==> src/logic/fvb_defines.svh <==
// Register offsets, field positions and reset values for the field 1 blanking block
`ifndef FVB_DEFINES_SVH
`define FVB_DEFINES_SVH

`define FVB_ADDR_W          6
`define FVB_OFF_START       6'h00
`define FVB_OFF_END         6'h04
`define FVB_OFF_FRAME       6'h08
`define FVB_OFF_CTRL        6'h0c
`define FVB_OFF_STAT        6'h10

`define FVB_LINE_HI         27
`define FVB_LINE_LO         16
`define FVB_PIX_HI          11
`define FVB_PIX_LO          0
`define FVB_COORD_MASK      32'h0fff_0fff

`define FVB_CTRL_RUN        0
`define FVB_CTRL_VBIT       1
`define FVB_CTRL_MODE_LO    4
`define FVB_CTRL_MODE_HI    5
`define FVB_CTRL_MASK       32'h0000_0033
`define FVB_STAT_BLANK      31

`define FVB_RST_REG         32'h0000_0000
`define FVB_PIX_FIRST       12'h000
`define FVB_LINE_FIRST      12'h001

`define FVB_RESP_OKAY       2'b00
`define FVB_RESP_SLVERR     2'b10

`endif

==> src/logic/fvb_pkg.sv <==
// Types shared by the field 1 blanking block
package fvb_pkg;
    typedef logic [11:0] fvb_coord_t;

    typedef enum logic [1:0] {
        FVB_MODE_RAW   = 2'b00,
        FVB_MODE_BT656 = 2'b01,
        FVB_MODE_YC    = 2'b10,
        FVB_MODE_RSVD  = 2'b11
    } fvb_mode_e;
endpackage : fvb_pkg

==> src/logic/fvb_if.sv <==
// Settings and timing state passed between register file and blanking timer
`timescale 1ns/10ps
interface fvb_if;
    import fvb_pkg::*;
    fvb_coord_t start_line;
    fvb_coord_t start_pixel;
    fvb_coord_t stop_line;
    fvb_coord_t stop_pixel;
    fvb_coord_t frame_width;
    fvb_coord_t frame_height;
    logic       run;
    fvb_coord_t line_count;
    fvb_coord_t pixel_count;
    logic       blank;

    modport cfg (output start_line, start_pixel, stop_line, stop_pixel, frame_width, frame_height, run,
                 input line_count, pixel_count, blank);
    modport tim (input start_line, start_pixel, stop_line, stop_pixel, frame_width, frame_height, run,
                 output line_count, pixel_count, blank);
endinterface : fvb_if

==> src/logic/fvb_timer.sv <==
// Frame counters and field 1 vertical blanking level
`timescale 1ns/10ps
`include "fvb_defines.svh"
module fvb_timer
    import fvb_pkg::*;
(
    input  wire logic aclk,
    input  wire logic aresetn,
    fvb_if.tim        tif
);
    fvb_coord_t pix_r;
    fvb_coord_t pix_nxt;
    fvb_coord_t line_r;
    fvb_coord_t line_nxt;
    logic       blank_r;
    logic       blank_nxt;
    logic       start_hit;
    logic       stop_hit;

    always_comb begin
        pix_nxt   = pix_r;
        line_nxt  = line_r;
        start_hit = (line_r == tif.start_line) && (pix_r == tif.start_pixel);
        stop_hit  = (line_r == tif.stop_line) && (pix_r == tif.stop_pixel);
        blank_nxt = blank_r;
        if (!tif.run) begin
            pix_nxt  = `FVB_PIX_FIRST;
            line_nxt = `FVB_LINE_FIRST;
        end else begin
            // Compare with >= so a width shrunk below the count still wraps
            if (pix_r >= tif.frame_width - 12'h001 || tif.frame_width == 12'h000) begin
                pix_nxt = `FVB_PIX_FIRST;
                if (line_r >= tif.frame_height) begin
                    line_nxt = `FVB_LINE_FIRST;
                end else begin
                    line_nxt = line_r + 12'h001;
                end
            end else begin
                pix_nxt = pix_r + 12'h001;
            end
            // Same match logic in every output mode, no code insertion involved
            if (start_hit) begin
                blank_nxt = 1'b1;
            end else if (stop_hit) begin
                blank_nxt = 1'b0;
            end
        end
    end

    always_ff @(posedge aclk) begin
        if (!aresetn) begin
            pix_r   <= `FVB_PIX_FIRST;
            line_r  <= `FVB_LINE_FIRST;
            blank_r <= 1'b0;
        end else begin
            pix_r   <= pix_nxt;
            line_r  <= line_nxt;
            blank_r <= blank_nxt;
        end
    end

    assign tif.pixel_count = pix_r;
    assign tif.line_count  = line_r;
    assign tif.blank       = blank_r;
endmodule : fvb_timer

==> src/logic/fvb_top.sv <==
// Field 1 vertical blanking generator with AXI4-Lite register access
//
// The AXI4-Lite slave port and the address map were left to the implementer.
`timescale 1ns/10ps
`include "fvb_defines.svh"

module fvb_top
    import fvb_pkg::*;
(
    input  wire logic                   aclk,
    input  wire logic                   aresetn,
    input  wire logic [`FVB_ADDR_W-1:0] s_axi_awaddr,
    input  wire logic                   s_axi_awvalid,
    output logic                        s_axi_awready,
    input  wire logic [31:0]            s_axi_wdata,
    input  wire logic [3:0]             s_axi_wstrb,
    input  wire logic                   s_axi_wvalid,
    output logic                        s_axi_wready,
    output logic [1:0]                  s_axi_bresp,
    output logic                        s_axi_bvalid,
    input  wire logic                   s_axi_bready,
    input  wire logic [`FVB_ADDR_W-1:0] s_axi_araddr,
    input  wire logic                   s_axi_arvalid,
    output logic                        s_axi_arready,
    output logic [31:0]                 s_axi_rdata,
    output logic [1:0]                  s_axi_rresp,
    output logic                        s_axi_rvalid,
    input  wire logic                   s_axi_rready,
    output logic                        vertical_blank_out,
    output logic                        f1_vbit_out,
    output fvb_mode_e                   output_mode
);
    fvb_if tif ();

    logic [31:0]            start_r;
    logic [31:0]            start_nxt;
    logic [31:0]            end_r;
    logic [31:0]            end_nxt;
    logic [31:0]            frame_r;
    logic [31:0]            frame_nxt;
    logic [31:0]            ctrl_r;
    logic [31:0]            ctrl_nxt;
    logic                   aw_held_r;
    logic                   aw_held_nxt;
    logic                   w_held_r;
    logic                   w_held_nxt;
    logic [`FVB_ADDR_W-1:0] awaddr_r;
    logic [`FVB_ADDR_W-1:0] awaddr_nxt;
    logic [31:0]            wdata_r;
    logic [31:0]            wdata_nxt;
    logic [3:0]             wstrb_r;
    logic [3:0]             wstrb_nxt;
    logic                   bvalid_r;
    logic                   bvalid_nxt;
    logic [1:0]             bresp_r;
    logic [1:0]             bresp_nxt;
    logic                   rvalid_r;
    logic                   rvalid_nxt;
    logic [1:0]             rresp_r;
    logic [1:0]             rresp_nxt;
    logic [31:0]            rdata_r;
    logic [31:0]            rdata_nxt;
    logic [31:0]            wmask;
    logic [31:0]            merged;
    logic [31:0]            stat_word;

    fvb_timer u_timer (
        .aclk    (aclk),
        .aresetn (aresetn),
        .tif     (tif.tim)
    );

    assign tif.start_line   = start_r[`FVB_LINE_HI:`FVB_LINE_LO];
    assign tif.start_pixel  = start_r[`FVB_PIX_HI:`FVB_PIX_LO];
    assign tif.stop_line    = end_r[`FVB_LINE_HI:`FVB_LINE_LO];
    assign tif.stop_pixel   = end_r[`FVB_PIX_HI:`FVB_PIX_LO];
    assign tif.frame_height = frame_r[`FVB_LINE_HI:`FVB_LINE_LO];
    assign tif.frame_width  = frame_r[`FVB_PIX_HI:`FVB_PIX_LO];
    assign tif.run          = ctrl_r[`FVB_CTRL_RUN];

    // Ready outputs are combinational, valid outputs come straight from registers; one write and one read outstanding
    assign s_axi_awready = !aw_held_r && !bvalid_r;
    assign s_axi_wready  = !w_held_r && !bvalid_r;
    assign s_axi_arready = !rvalid_r;
    assign s_axi_bvalid  = bvalid_r;
    assign s_axi_bresp   = bresp_r;
    assign s_axi_rvalid  = rvalid_r;
    assign s_axi_rresp   = rresp_r;
    assign s_axi_rdata   = rdata_r;

    assign vertical_blank_out = tif.blank;
    // Embedded V bit comes only from its control bit, never from the blanking matches
    assign f1_vbit_out = ctrl_r[`FVB_CTRL_VBIT];
    assign output_mode = fvb_mode_e'(ctrl_r[`FVB_CTRL_MODE_HI:`FVB_CTRL_MODE_LO]);

    assign stat_word = {tif.blank, 3'h0, tif.line_count, 4'h0, tif.pixel_count};

    always_comb begin
        wmask  = {{8{wstrb_r[3]}}, {8{wstrb_r[2]}}, {8{wstrb_r[1]}}, {8{wstrb_r[0]}}};
        merged = 32'h0000_0000;
        start_nxt   = start_r;
        end_nxt     = end_r;
        frame_nxt   = frame_r;
        ctrl_nxt    = ctrl_r;
        aw_held_nxt = aw_held_r;
        w_held_nxt  = w_held_r;
        awaddr_nxt  = awaddr_r;
        wdata_nxt   = wdata_r;
        wstrb_nxt   = wstrb_r;
        bvalid_nxt  = bvalid_r;
        bresp_nxt   = bresp_r;
        rvalid_nxt  = rvalid_r;
        rresp_nxt   = rresp_r;
        rdata_nxt   = rdata_r;

        if (s_axi_awvalid && s_axi_awready) begin
            aw_held_nxt = 1'b1;
            awaddr_nxt  = s_axi_awaddr;
        end
        if (s_axi_wvalid && s_axi_wready) begin
            w_held_nxt = 1'b1;
            wdata_nxt  = s_axi_wdata;
            wstrb_nxt  = s_axi_wstrb;
        end
        if (aw_held_r && w_held_r) begin
            aw_held_nxt = 1'b0;
            w_held_nxt  = 1'b0;
            bvalid_nxt  = 1'b1;
            bresp_nxt   = `FVB_RESP_OKAY;
            unique case (awaddr_r)
                `FVB_OFF_START: begin
                    merged    = (start_r & ~wmask) | (wdata_r & wmask);
                    start_nxt = merged & `FVB_COORD_MASK;
                end
                `FVB_OFF_END: begin
                    merged  = (end_r & ~wmask) | (wdata_r & wmask);
                    end_nxt = merged & `FVB_COORD_MASK;
                end
                `FVB_OFF_FRAME: begin
                    merged    = (frame_r & ~wmask) | (wdata_r & wmask);
                    frame_nxt = merged & `FVB_COORD_MASK;
                end
                `FVB_OFF_CTRL: begin
                    merged   = (ctrl_r & ~wmask) | (wdata_r & wmask);
                    ctrl_nxt = merged & `FVB_CTRL_MASK;
                end
                `FVB_OFF_STAT: begin
                    merged = 32'h0000_0000;
                end
                default: begin
                    bresp_nxt = `FVB_RESP_SLVERR;
                end
            endcase
        end
        if (bvalid_r && s_axi_bready) begin
            bvalid_nxt = 1'b0;
        end

        if (rvalid_r && s_axi_rready) begin
            rvalid_nxt = 1'b0;
        end
        if (s_axi_arvalid && s_axi_arready) begin
            rvalid_nxt = 1'b1;
            rresp_nxt  = `FVB_RESP_OKAY;
            unique case (s_axi_araddr)
                `FVB_OFF_START: rdata_nxt = start_r;
                `FVB_OFF_END:   rdata_nxt = end_r;
                `FVB_OFF_FRAME: rdata_nxt = frame_r;
                `FVB_OFF_CTRL:  rdata_nxt = ctrl_r;
                `FVB_OFF_STAT:  rdata_nxt = stat_word;
                default: begin
                    rdata_nxt = 32'h0000_0000;
                    rresp_nxt = `FVB_RESP_SLVERR;
                end
            endcase
        end
    end

    always_ff @(posedge aclk) begin
        if (!aresetn) begin
            start_r   <= `FVB_RST_REG;
            end_r     <= `FVB_RST_REG;
            frame_r   <= `FVB_RST_REG;
            ctrl_r    <= `FVB_RST_REG;
            aw_held_r <= 1'b0;
            w_held_r  <= 1'b0;
            awaddr_r  <= 6'h00;
            wdata_r   <= 32'h0000_0000;
            wstrb_r   <= 4'h0;
            bvalid_r  <= 1'b0;
            bresp_r   <= `FVB_RESP_OKAY;
            rvalid_r  <= 1'b0;
            rresp_r   <= `FVB_RESP_OKAY;
            rdata_r   <= 32'h0000_0000;
        end else begin
            start_r   <= start_nxt;
            end_r     <= end_nxt;
            frame_r   <= frame_nxt;
            ctrl_r    <= ctrl_nxt;
            aw_held_r <= aw_held_nxt;
            w_held_r  <= w_held_nxt;
            awaddr_r  <= awaddr_nxt;
            wdata_r   <= wdata_nxt;
            wstrb_r   <= wstrb_nxt;
            bvalid_r  <= bvalid_nxt;
            bresp_r   <= bresp_nxt;
            rvalid_r  <= rvalid_nxt;
            rresp_r   <= rresp_nxt;
            rdata_r   <= rdata_nxt;
        end
    end
endmodule : fvb_top

==> config.mk <==
export PLATFORM = sky130hd
export DESIGN_NAME = fvb_top
export DESIGN_NICKNAME = d
export VERILOG_FILES = /design/src/logic/fvb_pkg.sv /design/src/logic/fvb_if.sv /design/src/logic/fvb_timer.sv /design/src/logic/fvb_top.sv
export VERILOG_INCLUDE_DIRS = /design/src /design/src/logic
export SDC_FILE = /design/constraint.sdc
export NUM_CORES = 1
export LEC_CHECK = 0
export CORE_MARGIN = 4
export CORE_UTILIZATION = 55
export DETAILED_ROUTE_END_ITERATION = 8
export DONT_BUFFER_PORTS = 1
export PLACE_DENSITY_LB_ADDON = 0.12
export SLEW_MARGIN = 5
export SYNTH_ARGS = -nofsm -noshare
export SYNTH_HDL_FRONTEND = slang
export SYNTH_SLANG_ARGS = --single-unit
==> constraint.sdc <==
create_clock -name aclk -period 4.01 [get_ports aclk]
set_input_delay 0.401 -clock aclk [delete_from_list [all_inputs] [get_ports aclk]]
set_output_delay 0.401 -clock aclk [all_outputs]
set_load 0.02 [all_outputs]
# Word level (Yosys, flattened, before mapping)
# Cells that the tools add are included.
[totals]
regBits = 179
latch_bits = 0
ramBits = 0
wordCells = 85
out_inout_bits = 45
mem_count = 0
inputBits = 55
romBits = 0
[op_classes]
shift = 0
n_mux = 8
add_sub_neg = 3
n_mul = 0
reduce_logical = 31
magnitude_cmp = 2
div_mod_pow = 0
n_eq_ne = 12
bitwise_logic = 12
[ops]
columns = ["cell", "count"]
rows = [
  ["32-bit one-hot mux with 5 select lines", 1],
  ["28-bit AND", 4],
  ["28-bit OR", 3],
  ["12-bit equality test", 4],
  ["28-bit inverter", 1],
  ["12-bit by 1-bit adder with 12-bit output, second input constant", 2],
  ["6-bit by 4-bit equality test with 1-bit output, second input constant", 4],
  ["12-bit greater-or-equal comparator", 2],
  ["6-bit by 3-bit equality test with 1-bit output, second input constant", 2],
  ["6-bit by 5-bit equality test with 1-bit output, second input constant", 2],
  ["12-bit logical NOT", 1],
  ["6-bit logical NOT", 2],
  ["12-bit 2-to-1 mux", 1],
  ["2-bit AND reduction", 6],
  ["12-bit by 1-bit subtractor with 12-bit output, second input constant", 1],
  ["1-bit logical AND", 10],
  ["5-bit OR reduction", 2],
  ["6-bit AND", 1],
  ["6-bit OR", 1],
  ["1-bit logical NOT", 4],
  ["1-bit 2-to-1 mux", 4],
  ["2-bit 2-to-1 mux", 2],
  ["2-bit nonzero test", 2],
  ["2-bit OR reduction", 2],
  ["other kinds (3)", 4],
]

# Longest topological paths before layout
[depth]
word_depth = 4
mapped_depth = 13
mapped_depth_nobuf = 12

# Modules after synthesis
# A second synthesis with hierarchy kept.
[unflattened]
hier_cells = 950
area_unflattened_um2 = 8406.8
[by_module_without_submodules]
columns = ["module", "seq_area_each_um2", "instances", "cells_each", "area_per_inst_um2"]
rows = [
  ["fvb_top", 2822.7, 1, 664, 6008.3],
  ["fvb_timer", 500.5, 1, 286, 2398.6],
]

# Worst setup path after synthesis
# OpenSTA, ideal clock, no wires.
[synth_timing]
path_kind = "reg2reg"
startpoint = "register with a tool-made name"
endpoint = "register u_timer.line_r[4] (netlist: u_timer.tif.line_count[4])"
path_slack_ps = 1023
n_path_buf = 2
t_arrival_ps = 2917
required_time_ps = 3940
period_less_slack_ps = 2987
stages_incl_launch_ff = 14
setup_time_ps = 70
cell_sequence = "dfxtp_1 buf_6 nor4_4 or2b_1 nor3_1 xnor2_1 ha_1 and3_1 a221o_1 a41oi_1 and3_4 clkbuf_1 o21ai_0 a21oi_1"
[synth_lines]
columns = ["item", "line_no", "text"]
rows = [
  ["to (signal assigned)", "fvb_timer.sv:53", "line_r <= `FVB_LINE_FIRST;"],
  ["to (signal assigned)", "fvb_timer.sv:57", "line_r <= line_nxt;"],
  ["to (decl)", "fvb_timer.sv:13", "fvb_coord_t line_r;"],
]

==> impl_metrics.toml <==
[drt]
drt_iter0_drc = 669
routed_via_density = 5.89
route.met3.wl_um = 1570
wirelength_um = 21100
wl_met2_um = 8670
drcViolationCount = 0
first_pass_iters = 8
ant_nets = 0
drt-met1-wl_um = 10400
vias = 6769
top_layer_used = "met4"
post_drt_wl_per_cell_um = 18.4

[floorplanning]
dieArea_um2 = 17500
core_area_um2 = 15200
io_pins = 100
dieWidth_um = 132
start_util_pct = 56.0
die_h_um = 132
rows = 45

[timing]
rsz0062_at_grt = "no"
post-route-period-util_pct = 78.8
fin_setup_tns_ns = 0
fin_skew_ns = 0.00753
fmax_ghz = 0.316
slew_headroom_pct = 34.5
setup_viol = 0
timing.final.crit_period_ns = 3.16
worst-slew-pin-transition_ns = 0.983
slew_violations = 0
worst_slack_ns = 0.850
hold_viol = 0

[placement]
hpwlAfterDp_um = 15100
dpl_worst_slack_ns = 0.856
place_area_um2 = 8470
numPortBuffers = 0
gp_congestion = 0.951

[cts]
clk_latency_ns = 0.43
clockRootBuffer = "clkbuf_16"
cts_buffer_depth = 2
cts_tree = "built"
ctsResizeCount = 0
cts.sink_count = 166
cts_setup_buffers = 0
cts-hold-fix-buffers = 0
htreeDepth = 4
clk_pin_slew_ns = 0.06
cts_made_buffers = 17

[pwr]
power_switching_mw = 0.793
p_leak_nw = 3.25
clock_power_share_pct = 46.1
power.total_mw = 3.44
max-vdd-ir-drop_v = 0.000300
pwr-share-seq_pct = 50.4
p_per_area_nw_per_um2 = 381
internal_power_mw = 2.65
swShare_pct = 23.0
pwr-share-comb_pct = 3.5

[global_routing]
track_usage_pct = 24.2
gr-total-overflow = 0
grt_max_degree = 144
grt_pass1_vias = 6109
antenna_found_initial = 0
grt_first_pass_wirelength_um = 33800

[run]
maxCapViolations = 0

[yosys]
async_flop_share_pct = 0
synth_top_family_by_area = "simple AND/OR/NAND/NOR gates"
post_synth_xor_area_fraction_pct = 7.00
synth-compound-area-share_pct = 16.6
yosys.area_share.adder_pct = 4.12
muxShareOfSynthArea_pct = 5.00
yosysTopAreaCellShare_pct = 39.0
synth_top_cell_by_area = "dfxtp_1"
yosysWarnings = 0
avgSynthCellArea_um2 = 8.53
synth_edf_count = 0
yosysSeqAreaShare_pct = 39.0
synth_cell_types = 54
syn_area_um2 = 8510
synthSimpleGateAreaFrac_pct = 22.9
synth_most_common_cell = "nand2_1"
synth_area_leaders = "dfxtp_1, a21boi_0, nand2_1, nand3_1, xnor2_1"
ys_seq_elements = 166
synth_common_cells = "nand2_1, dfxtp_1, a21boi_0"
ys.flop_type = "dfxtp_1"
syn_inst = 998

[final_layout]
fin_nets = 1032
num_antenna_cells = 0
drive_gt1_share_pct = 6.96
fill_cells = 1414
final_area_um2 = 9040
area_growth_pct = 6.17

[setup_path]
arrival_ns = 3.49
crit_path_start_kind = "register"
path_class = "reg -> reg"
end_kind = "register"
cp_max_fo = 23
r2r_end = "u_timer.tif.line_count[1]"
cp.required_ns = 4.34
ff2ff_path_depth = 11
reg2reg_setup_slack_ns = 0.85

[min_path]
hp-class = "in -> reg"
hold_end = "aw_held_r"
min_from = "aresetn"
whs_path_depth = 1

[status]
status = "finished clean"
routing by layer:
layer,global-route usage [%],up-vias
met1,36.8,3143
li1,-,3356
met4,8.49,0
met3,5.65,32
met5,0,-
met2,33.2,238
critical path, stage by stage, from the launching register on:
cell	delay [ns]
dfxtp_1	0.39
nor4_4	0.35
or2b_1	0.27
nor3_1	0.22
xnor2_1	0.16
ha_1	0.26
and3_1	0.18
a221o_1	0.35
a41oi_1	0.21
and3_4	0.35
nor3_1	0.11
a32o_1	0.20
power by group through the flow:
stage          Clock (mW)  Combinational, mW  Sequential (mW)
2_1_floorplan           0              0.144             1.74
3_3_place_gp            0              0.120             1.77
3_5_place_dp            0              0.122             1.77
4_1_cts              1.61              0.122             1.73
5_1_grt              1.69              0.135             1.74
6_report             1.59              0.120             1.73
layout make-up:
| type | instances | area [um^2] | area share, % |
|---|---|---|---|
| Tap cell | 188 | 235 | 2.60 |
| Clock buffer | 21 | 440 | 4.87 |
| Sequential cell | 166 | 3320 | 36.8 |
| Multi-Input combinational cell | 733 | 4770 | 52.8 |
| Timing Repair Buffer | 8 | 60.1 | 0.665 |
| Inverter | 23 | 86.3 | 0.955 |
| Clock inverter | 11 | 124 | 1.37 |
worst max-delay path by stage:
stage | endpoint | slack [ns] | cells past startpoint | startpoint
final | u_timer.tif.line_count[1] | 0.85 | 11 | register
after global routing | u_timer.tif.line_count[1] | 0.65 | 11 | register
after detailed placement | u_timer.tif.line_count[1] | 0.86 | 11 | register
after CTS | u_timer.tif.line_count[1] | 0.85 | 11 | register
after floorplan | u_timer.tif.line_count[4] | 1.02 | 13 | register
after global placement | u_timer.tif.line_count[1] | 0.88 | 11 | register
metrics by stage:
step / hold slack, ns / utilization, % / instances
after CTS: 0.0808 / 59.4 / 1150
final: 0.0920 / 59.4 / 1150
after floorplan: 0.453 / - / 1006
after global placement: 0.472 / 55.7 / 1118
after detailed placement: 0.478 / 55.7 / 1118
after global routing: 0.0893 / 59.4 / 1150
kinds of logic (layout without fill, tap and decap cells):
kind of cell,count (synthesis),after routing
adder cells (fa/ha/maj),28,28
other,1,9
XOR/XNOR,68,68
buffers and inverters,107,63
multiplexers,35,35
AO/OA/AOI/OAI,195,195
AND/OR/NAND/NOR,398,398
flip-flops,166,166
cell usage in the layout (no fill, tap or decap), types with 27 or more instances in the layout:
master    instances
o21ai_0          30
a21boi_0        102
nand2_1         177
nand3_1          86
nor2_1           31
dfxtp_1         166
ha_1             28
xor2_1           27
xnor2_1          41
No activity file was read; power rests on OpenSTA's default activity.
